<file path="config.mk">
export PLATFORM = sky130hd
export DESIGN_NAME = analog_output_ctrl
export DESIGN_NICKNAME = d
export VERILOG_FILES = /design/src/ao_ctrl_pkg.sv /design/src/analog_output_ctrl.sv
export VERILOG_INCLUDE_DIRS = /design/src /design/src/src
export SDC_FILE = /design/constraint.sdc
export NUM_CORES = 1
export LEC_CHECK = 0
export ABC_AREA = 1
export BUFFER_PORTS_ARGS = -buffer_cell sky130_fd_sc_hd__buf_2
export CELL_PAD_IN_SITES_DETAIL_PLACEMENT = 1
export CELL_PAD_IN_SITES_GLOBAL_PLACEMENT = 2
export CORE_ASPECT_RATIO = 0.5
export CORE_MARGIN = 1
export CORE_UTILIZATION = 36
export CTS_CLUSTER_SIZE = 28
export DETAILED_ROUTE_END_ITERATION = 10
export PLACE_DENSITY_LB_ADDON = 0.1
export SLEW_MARGIN = 25
export SYNTH_ARGS = -nofsm -noshare
export SYNTH_HDL_FRONTEND = slang
export SYNTH_SLANG_ARGS = --single-unit
</file>
<file path="constraint.sdc">
create_clock -name clk_in -period 5.53 [get_ports clk_in]
set_clock_uncertainty 0.2 [all_clocks]
set_input_delay 0.2765 -clock clk_in [delete_from_list [all_inputs] [get_ports clk_in]]
set_output_delay 0.2765 -clock clk_in [all_outputs]
set_load 0.1 [all_outputs]
</file>
<file path="src/ao_ctrl_defs.svh">
`ifndef AO_CTRL_DEFS_SVH
`define AO_CTRL_DEFS_SVH

// ****************************************************************
// Parameter record layout
// ****************************************************************
`define REC_DIAG_SEL      1'b0
`define REC_PRM_SEL       1'b1
`define PRM_IRQ_CFG_ADDR  4'h0
`define PRM_MODE_BASE     4'h2
`define PRM_MODE_LAST     4'h5
`define PRM_IRQ_REL_BIT   6
`define GRP_EN_ADDR       4'h0
`define MODE_RST          8'h19
`define MODE_OFF          8'h00

// ****************************************************************
// Mode byte fields and codes
// ****************************************************************
`define MODE_RANGE        3:0
`define MODE_TYPE         7:4
`define TYPE_VOLT         4'h1
`define TYPE_CURR         4'h2
`define RNG_V_0_10        4'h8
`define RNG_V_1_5         4'h7
`define RNG_V_BIP         4'h9
`define RNG_I_0_20        4'h2
`define RNG_I_4_20        4'h3
`define RNG_I_BIP         4'h4

// ****************************************************************
// Output word limits (two's complement)
// ****************************************************************
`define NOM_MAX           16'h6c00
`define OVER_END          16'h7eff
`define NOM_MIN_BIP       16'h9400
`define UNDER_END_BIP     16'h8100
`define UNDER_END_LIVE    16'he500
`define ZERO_WORD         16'h0000

// ****************************************************************
// Diagnostic record
// ****************************************************************
`define DIAG_B0_ADDR      2'h0
`define DIAG_B1_ADDR      2'h1
`define DIAG_B2_ADDR      2'h2
`define DIAG_B0_MODULE    0
`define DIAG_B0_EXT       2
`define DIAG_B0_CHAN      3
`define DIAG_B0_SUPPLY    4
`define DIAG_B0_PARAM     7
`define DIAG_B1_VAL       8'h15
`define DIAG_B2_OP_BIT    2
`define BYTE_ZERO         8'h00

`endif

</file>
<file path="src/ao_ctrl_pkg.sv">
package ao_ctrl_pkg;

	typedef enum logic [1:0] {
		OT_OFF,
		OT_VOLT,
		OT_CURR
	} out_type_t;

	typedef enum logic [1:0] {
		RG_NOM,
		RG_OVER,
		RG_UNDER
	} region_t;

endpackage

</file>
<file path="src/analog_output_ctrl.sv">
`timescale 1ns/1ps
`include "ao_ctrl_defs.svh"

module analog_output_ctrl (
	input  wire logic        clk_in,
	input  wire logic        nrst_in,
	input  wire logic        prm_wr_in,
	input  wire logic        prm_rec_in,
	input  wire logic [3:0]  prm_addr_in,
	input  wire logic [7:0]  prm_data_in,
	input  wire logic        val_wr_in,
	input  wire logic [1:0]  val_ch_in,
	input  wire logic [15:0] val_data_in,
	input  wire logic        run_in,
	input  wire logic [3:0]  wire_break_in,
	input  wire logic [3:0]  short_gnd_in,
	input  wire logic [3:0]  manual_sw_in,
	input  wire logic        ext_supply_ok_in,
	input  wire logic        diag_rd_in,
	input  wire logic [1:0]  diag_addr_in,
	output logic      [7:0]  diag_data_out,
	output logic      [3:0]  ch_en_out,
	output logic      [3:0]  ch_curr_out,
	output logic      [15:0] ch_range_out,
	output logic      [63:0] drive_word_out,
	output logic      [3:0]  ch_over_out,
	output logic      [3:0]  ch_under_out,
	output logic             diag_irq_out,
	output logic      [31:0] diag_record_out
);

	// ****************************************************************
	// Parameter storage
	// ****************************************************************
	logic [7:0]  mode_q [4];
	logic [15:0] val_q  [4];
	logic [3:0]  grp_en_q;
	logic        irq_rel_q;

	always_ff @(posedge clk_in or negedge nrst_in) begin
		if (!nrst_in) begin
			for (int i = 0; i < 4; i++) begin
				mode_q[i] <= `MODE_RST;
			end
		end else if (prm_wr_in && prm_rec_in == `REC_PRM_SEL &&
			prm_addr_in >= `PRM_MODE_BASE && prm_addr_in <= `PRM_MODE_LAST) begin
			mode_q[2'(prm_addr_in - `PRM_MODE_BASE)] <= prm_data_in;
		end
	end

	always_ff @(posedge clk_in or negedge nrst_in) begin
		if (!nrst_in) begin
			irq_rel_q <= 1'b0;
			grp_en_q  <= 4'h0;
		end else if (prm_wr_in) begin
			if (prm_rec_in == `REC_PRM_SEL && prm_addr_in == `PRM_IRQ_CFG_ADDR) begin
				irq_rel_q <= prm_data_in[`PRM_IRQ_REL_BIT];
			end
			if (prm_rec_in == `REC_DIAG_SEL && prm_addr_in == `GRP_EN_ADDR) begin
				grp_en_q <= prm_data_in[3:0];
			end
		end
	end

	always_ff @(posedge clk_in or negedge nrst_in) begin
		if (!nrst_in) begin
			for (int i = 0; i < 4; i++) begin
				val_q[i] <= `ZERO_WORD;
			end
		end else if (val_wr_in) begin
			val_q[val_ch_in] <= val_data_in;
		end
	end

	// ****************************************************************
	// Pin synchronisers
	// ****************************************************************
	logic [12:0] sync1_q;
	logic [12:0] sync2_q;
	logic [3:0]  brk_s;
	logic [3:0]  sht_s;
	logic [3:0]  man_s;
	logic        sup_ok_s;

	always_ff @(posedge clk_in or negedge nrst_in) begin
		if (!nrst_in) begin
			sync1_q <= 13'h1000;
			sync2_q <= 13'h1000;
		end else begin
			sync1_q <= {ext_supply_ok_in, manual_sw_in, short_gnd_in, wire_break_in};
			sync2_q <= sync1_q;
		end
	end

	assign brk_s    = sync2_q[3:0];
	assign sht_s    = sync2_q[7:4];
	assign man_s    = sync2_q[11:8];
	assign sup_ok_s = sync2_q[12];

	// ****************************************************************
	// Per-channel decode and output mapping
	// ****************************************************************
	logic [3:0] perr;
	logic [3:0] ch_err;

	genvar g;
	generate
		for (g = 0; g < 4; g++) begin : g_ch
			ao_ctrl_pkg::out_type_t otype;
			ao_ctrl_pkg::region_t   reg_d;
			logic [3:0]  rng;
			logic [3:0]  typ;
			logic        valid;
			logic        bip;
			logic        live;
			logic [15:0] lo_end;
			logic [15:0] word_d;

			assign rng = mode_q[g][`MODE_RANGE];
			assign typ = mode_q[g][`MODE_TYPE];

			always_comb begin
				valid = 1'b0;
				bip   = 1'b0;
				live  = 1'b0;
				otype = ao_ctrl_pkg::OT_OFF;
				if (typ == `TYPE_VOLT) begin
					valid = rng == `RNG_V_0_10 || rng == `RNG_V_1_5 || rng == `RNG_V_BIP;
					bip   = rng == `RNG_V_BIP;
					live  = rng == `RNG_V_1_5;
					otype = valid ? ao_ctrl_pkg::OT_VOLT : ao_ctrl_pkg::OT_OFF;
				end else if (typ == `TYPE_CURR) begin
					valid = rng == `RNG_I_0_20 || rng == `RNG_I_4_20 || rng == `RNG_I_BIP;
					bip   = rng == `RNG_I_BIP;
					live  = rng == `RNG_I_4_20;
					otype = valid ? ao_ctrl_pkg::OT_CURR : ao_ctrl_pkg::OT_OFF;
				end
			end

			// Unsupported mode is refused, channel stays off
			assign perr[g] = mode_q[g] != `MODE_OFF && !valid;

			always_comb begin
				lo_end = `ZERO_WORD;
				if (bip) begin
					lo_end = `UNDER_END_BIP;
				end else if (live) begin
					lo_end = `UNDER_END_LIVE;
				end
			end

			always_comb begin
				word_d = val_q[g];
				reg_d  = ao_ctrl_pkg::RG_NOM;
				if ($signed(val_q[g]) > $signed(`OVER_END)) begin
					word_d = `OVER_END;
					reg_d  = ao_ctrl_pkg::RG_OVER;
				end else if ($signed(val_q[g]) > $signed(`NOM_MAX)) begin
					reg_d  = ao_ctrl_pkg::RG_OVER;
				end else if ($signed(val_q[g]) < $signed(lo_end)) begin
					word_d = lo_end;
					reg_d  = ao_ctrl_pkg::RG_UNDER;
				end else if ($signed(val_q[g]) < $signed(`ZERO_WORD) &&
					!(bip && $signed(val_q[g]) >= $signed(`NOM_MIN_BIP))) begin
					reg_d  = ao_ctrl_pkg::RG_UNDER;
				end
				if (otype == ao_ctrl_pkg::OT_OFF) begin
					word_d = `ZERO_WORD;
					reg_d  = ao_ctrl_pkg::RG_NOM;
				end
			end

			always_ff @(posedge clk_in or negedge nrst_in) begin
				if (!nrst_in) begin
					ch_en_out[g]               <= 1'b0;
					ch_curr_out[g]             <= 1'b0;
					ch_range_out[4*g +: 4]     <= 4'h0;
					drive_word_out[16*g +: 16] <= `ZERO_WORD;
					ch_over_out[g]             <= 1'b0;
					ch_under_out[g]            <= 1'b0;
				end else begin
					ch_en_out[g]               <= otype != ao_ctrl_pkg::OT_OFF;
					ch_curr_out[g]             <= otype == ao_ctrl_pkg::OT_CURR;
					ch_range_out[4*g +: 4]     <= rng;
					drive_word_out[16*g +: 16] <= word_d;
					ch_over_out[g]             <= reg_d == ao_ctrl_pkg::RG_OVER;
					ch_under_out[g]            <= reg_d == ao_ctrl_pkg::RG_UNDER;
				end
			end

			// Wire break only meaningful on a driven current output
			assign ch_err[g] = grp_en_q[g] && (perr[g] || sht_s[g] || man_s[g] ||
				(brk_s[g] && otype == ao_ctrl_pkg::OT_CURR));
		end
	endgenerate

	// ****************************************************************
	// Diagnostic record and interrupt
	// ****************************************************************
	logic [7:0] diag0_d;
	logic [7:0] diag0_q;
	logic [7:0] diag2_q;
	logic       sup_miss;

	assign sup_miss = !sup_ok_s && (|grp_en_q);

	always_comb begin
		diag0_d                  = `BYTE_ZERO;
		diag0_d[`DIAG_B0_SUPPLY] = sup_miss;
		diag0_d[`DIAG_B0_EXT]    = sup_miss;
		diag0_d[`DIAG_B0_CHAN]   = |ch_err;
		diag0_d[`DIAG_B0_PARAM]  = |(perr & grp_en_q);
		diag0_d[`DIAG_B0_MODULE] = sup_miss || (|ch_err);
	end

	// Recomputed every cycle so a corrected error clears itself
	always_ff @(posedge clk_in or negedge nrst_in) begin
		if (!nrst_in) begin
			diag0_q <= `BYTE_ZERO;
			diag2_q <= `BYTE_ZERO;
		end else begin
			diag0_q                  <= diag0_d;
			diag2_q                  <= `BYTE_ZERO;
			diag2_q[`DIAG_B2_OP_BIT] <= run_in;
		end
	end

	logic event_d;
	assign event_d = diag0_d != diag0_q;

	always_ff @(posedge clk_in or negedge nrst_in) begin
		if (!nrst_in) begin
			diag_irq_out    <= 1'b0;
			diag_record_out <= 32'h0000_0000;
		end else begin
			diag_irq_out <= irq_rel_q && event_d;
			if (irq_rel_q && event_d) begin
				diag_record_out <= {`BYTE_ZERO, diag2_q, `DIAG_B1_VAL, diag0_d};
			end
		end
	end

	always_ff @(posedge clk_in or negedge nrst_in) begin
		if (!nrst_in) begin
			diag_data_out <= `BYTE_ZERO;
		end else if (diag_rd_in) begin
			case (diag_addr_in)
				`DIAG_B0_ADDR: diag_data_out <= diag0_q;
				`DIAG_B1_ADDR: diag_data_out <= `DIAG_B1_VAL;
				`DIAG_B2_ADDR: diag_data_out <= diag2_q;
				default:       diag_data_out <= `BYTE_ZERO;
			endcase
		end
	end
endmodule

</file>
Yosys cells after proc, flatten, opt, wreduce, memory -nomap -nowiden
Cells that the tools add are included.
W data, S select, Z words.
{ "word_totals": {"register_bits": 247, "output_inout_bits": 137} }
{ "op_classes": {"addsub": 1, "order_cmp": 26, "eq_ne": 47, "n_mux": 91, "n_bitwise": 4, "reduce_logical": 86} }
{ "ops": {"columns": ["cell", "count"], "rows": [
  ["$mux W16", 25],
  ["$gt A16 B16 Y1 const B", 8],
  ["$bwmux W64", 1],
  ["$ge A16 B16 Y1 const B", 4],
  ["$lt A16 B1 Y1 const B", 4],
  ["$lt A16 B16 Y1", 4],
  ["$mux W2", 32],
  ["$eq A4 B2 Y1 const B", 12],
  ["$bwmux W32", 1],
  ["$demux W16 S2", 1],
  ["$eq A4 B3 Y1 const B", 8],
  ["$eq A4 B4 Y1 const B", 8],
  ["$reduce_bool A8 Y1", 4],
  ["$logic_and A1 B1 Y1", 29],
  ["$logic_or A1 B1 Y1", 29],
  ["$mux W1", 28],
  ["$pmux W8 S3", 1],
  ["$eq A2 B2 Y1 const B", 9],
  ["$demux W8 S2", 1],
  ["$eq A4 B1 Y1 const B", 4],
  ["$reduce_or A4 Y1", 3],
  ["$eq A2 B1 Y1 const B", 5],
  ["$logic_not A2 Y1", 5],
  ["$logic_not A1 Y1", 9],
  ["other kinds (13)", 20]
]} }

Logic depth before layout (Yosys ltp)
{ "logic_depth": {"depth_word": 15, "depth_mapped": 20, "ltp_nobuf": 20} }

Worst setup path after synthesis
Ideal clock, no wire load.
{ "synth_timing": {"path_type": "flip-flop to flip-flop", "from": "register mode_q, in the netlist g_ch[2].rng[3]", "to": "register drive_word_out[45]", "setup_time_ns": 0.114, "arrival_ns": 2.384, "t_required_ns": 5.216, "path_slack_ns": 2.832, "path_stages_with_launch": 20, "path_buffers": 0, "period_less_slack_ns": 2.698, "cell_sequence": "dfstp_2 > inv_2 > nor3_1 > nand2_1 > nor2_1 > nor2_1 > nand2_1 > inv_1 > ha_1 > a31o_2 > nor4_1 > nand2_1 > nand2_1 > nand2_1 > nand2_1 > inv_1 > nand2_1 > nand3_1 > nand2_1 > inv_1"} }
{ "synth_via": {"elab_chain_cells": 10, "word_cells_on_any_way": 26, "cone_classes": "order compare (1); eq/ne (6); mux (14); reduce/logical (5)"} }
{ "synth_lines": {"columns": ["element", "line", "rtl"], "rows": [
  ["start: declaration", "analog_output_ctrl.sv:35", "logic [7:0] mode_q [4];"],
  ["start signal: indexed assignment", "analog_output_ctrl.sv:43", "mode_q[i] <= `MODE_RST;"],
  ["start signal: indexed assignment", "analog_output_ctrl.sv:47", "mode_q[2'(prm_addr_in - `PRM_MODE_BASE)] <= prm_data_in;"],
  ["$eq A4 B2 Y1 (no source line)", null, null],
  ["$mux W1", "analog_output_ctrl.sv:132", "end else if (typ == `TYPE_CURR) begin"],
  ["$mux W1", "analog_output_ctrl.sv:127", "if (typ == `TYPE_VOLT) begin"],
  ["$mux W16", "analog_output_ctrl.sv:147", "end else if (live) begin"],
  ["$mux W16", "analog_output_ctrl.sv:145", "if (bip) begin"],
  ["$lt A16 B16 Y1", "analog_output_ctrl.sv:160", "end else if ($signed(val_q[g]) < $signed(lo_end)) begin"],
  ["$mux W16", "analog_output_ctrl.sv:160", null],
  ["$mux W16", "analog_output_ctrl.sv:158", "end else if ($signed(val_q[g]) > $signed(`NOM_MAX)) begin"],
  ["$mux W16", "analog_output_ctrl.sv:155", "if ($signed(val_q[g]) > $signed(`OVER_END)) begin"],
  ["$mux W16 *", "analog_output_ctrl.sv:167", "if (otype == ao_ctrl_pkg::OT_OFF) begin"],
  ["named net g_ch[2].word_d[13]", "analog_output_ctrl.sv:117", "logic [15:0] word_d;"],
  ["end signal: indexed assignment", "analog_output_ctrl.sv:178", "drive_word_out[16*g +: 16] <= `ZERO_WORD;"],
  ["end signal: indexed assignment", "analog_output_ctrl.sv:185", "drive_word_out[16*g +: 16] <= word_d;"],
  ["end: declaration", "analog_output_ctrl.sv:25", "output logic [63:0] drive_word_out,"]
]} }
The timed path passes the listed nets; every way through them passes the cells marked *.
A chain may end at the register's enable or synchronous reset.

Final worst setup path
{ "layout_timing": {"from": "register mode_q, in the netlist g_ch[2].rng[0]", "to": "register drive_word_out[42]"} }
Same word-level chain as after synthesis.

==> out/metrics.cfg <==
[status]
run_status=complete, no violations

[synth]
yosys.area.top_type=dfrtp_1
ys_ff_latch=240
synthCells=1146
ys.flop_type=dfrtp_1
netlist.area_leader.share_pct=54.5
ys_types=40
synthTopCellsByCount=295 x nand2_1, 226 x dfrtp_1, 116 x inv_1
syn_area_um2=10400
synth_edf_count=0
synthArstFlopShare_pct=100
synth-seq-area-share_pct=58.1
ys_warn_count=0
yosys-top-cells-area=dfrtp_1 55%, nand2_1 11%, o21ai_0 5.4%
postSynthAreaPerCell_um2=9.05
synth_most_common_cell=nand2_1

[cells_and_area]
drive_gt1_share_pct=21.0
n_antenna_cell=0
area_delta_synth_final_pct=23.0
final_cells=1749
nets=1420
fillers=3349
fin_util_pct=45.5

[timing]
tightest_slew_ns=0.968
fin_setup_tns_ns=0
period_share_pct=59.2
rsz0062_at_grt=false
setup_viol=0
fmax_mhz=306
slew_violations=0
min_period_ns=3.27
finalWorstSetupSlack_ns=2.26
max-slew-margin-rel_pct=35.3
finalHoldViolations=0

[global_routing]
grt-ovfl-total=0
antenna_found_initial=0
grt_pass1_wl_um=44400
grt_usage_pct=18.9
grt_max_degree=138
grt_pass1_vias=8546

[critical_path]
worstPathArrival_ns=3.48
crit_fanout=13
path_buf_inv=2
start_kind=register
crit_path_end_kind=register
cp_slowest_cell=dfstp_2
cpPeakStageDelay_ns=0.59
path_cells=nor2_2 > nand3_1 > nor2_1 > nor2_1 > nand2_1 > inv_1 > ha_1 > a31o_2 > nor4_1 > nand2_1 > nand3_1 > nand3_2 > nand2_1 > nand3b_1 > nand2_1 > inv_1
cp_data_required_time_ns=5.74
critical_path_class=reg -> reg
cpMostUsedCell=nand2_1
critPathTopFamily=simple AND/OR/NAND/NOR gates

[power_and_ir_drop]
p_leak_nw=6.74
ir_drop_mv=0.342
power_mw=5.45
powerDensity_nw_per_um2=427

[place]
port_buffers=162
placed_cells=1660
place_congestion=0.828
dp_hpwl_um=19600
place_ws_ns=2.32

[drt]
drt-initial-drc-count=442
first_pass_iters=4
viasPerCell=4.73
drc=0
wirelength_um=27500
ant_nets=0
via_count=8269
routedWlPerCell_um=15.7

[clock_tree]
cts_tree=done
clk_latency_ns=0.52
root_buffer=clkbuf_16
cts.htree.levels=1
clk_pin_slew_ns=0.06
clockBufferDepth=3
cts_buffers=23
numClockSinks=240

[floorplanning]
fp.dieW_um=242
die_h_um=122
pin_count=189
core_area_um2=28000
rows=43
start_util_pct=37.0
die-area_um2=29500

[run]
cap_violations=0

[hold_path]
min_path_type=in -> reg

[cell usage in the layout, fill, tap and decap left out, drive strengths merged, types with 16 or more instances in the layout]
master       synthesis  layout
conb                 1      26
nor2               127     127
nand3               51      51
ha                  16      16
dlygate4sd3          0      49
nand2              320     320
buf                 34     163
clkbuf              22      30
inv                125     125
o21ai              116     116
dfrtp              226     226
a21oi               42      42
[worst paths after layout]
kind	startpoint	cells past startpoint	to	slack, ns
setup / recovery	g_ch[2].rng[0]$_DFFE_PN1P_	16	drive_word_out[42]$_DFF_PN0_	2.26
hold / removal	prm_data_in[0]	3	g_ch[2].rng[0]$_DFFE_PN1P_	0.01
setup reg to reg	g_ch[2].rng[0]$_DFFE_PN1P_	16	drive_word_out[42]$_DFF_PN0_	2.26
hold reg to reg	sync1_q[8]$_DFF_PN0_	0	sync2_q[8]$_DFF_PN0_	0.15
max in group asynchronous	nrst_in	3	val_q[28]$_DFFE_PN0P_	3.68
min in group asynchronous	nrst_in	2	diag_data_out[4]$_DFFE_PN0P_	0.13
[per-stage QoR]
step	cell area [um^2]	hold WS, ns
4_1_cts	12700	0.00461
2_1_floorplan	10500	-0.219
6_report	12800	0.0106
3_5_place_dp	11400	0.136
3_3_place_gp	11400	0.133
5_1_grt	12800	0.0190
[layer usage]
layer	vias up	wire length (um)	track usage, %
met3	35	887	3.28
met5	-	0	0
met2	125	13200	31.8
li1	3996	-	-
met4	0	499	4.27
met1	4113	13000	25.7
[worst register-to-register path, delay by kind of cell (launching register included)]
family          cells  cell delay (ns)
compound gates      1             0.26
fa+ha+maj           1             0.27
simple gates       12             1.69
buf+inv             2             0.15
flops               1             0.59
[sequential cells by signal, indices dropped and copies added (netlist names), 5 cells and up]
name,count
sync1_q,13
g_ch.rng,16
diag_data_out,5
g_ch.typ,16
diag_record_out,6
drive_word_out,64
val_q,64
ch_range_out,16
sync2_q,13
[cells by family after synthesis]
group	count (synthesis)	share of synthesized area (%)
fa+ha+maj	16	1.93
buf+inv	181	7.95
flops	240	58.1
simple gates	532	22.7
xor+xnor	1	0.0844
other cells	1	0.0361
compound gates	175	9.27
[where the power goes]
part           switching, mW  total (mW)  internal, mW
clock                  0.685        1.74          1.05
sequential             0.200        2.18          1.98
combinational           1.18        1.53         0.346
total                   2.07        5.45          3.38
[area by class of cell]
class	instances	area (um^2)	area share [%]
Clock inverter	10	180	1.41
Tap cell	382	478	3.75
Multi-Input combinational cell	750	3640	28.5
Timing Repair Buffer	212	1330	10.4
Clock buffer	30	642	5.03
Sequential cell	240	6020	47.2
Inverter	125	469	3.68
[what timing repair did]
action                                 in CTS  in global routing
endpoints found under the hold margin     204                  0
resized for setup                           0                  0
setup endpoints to repair                   0                  0
hold buffers                               49                  0
setup buffers                               0                  0
(Power assumes the default switching activity.)
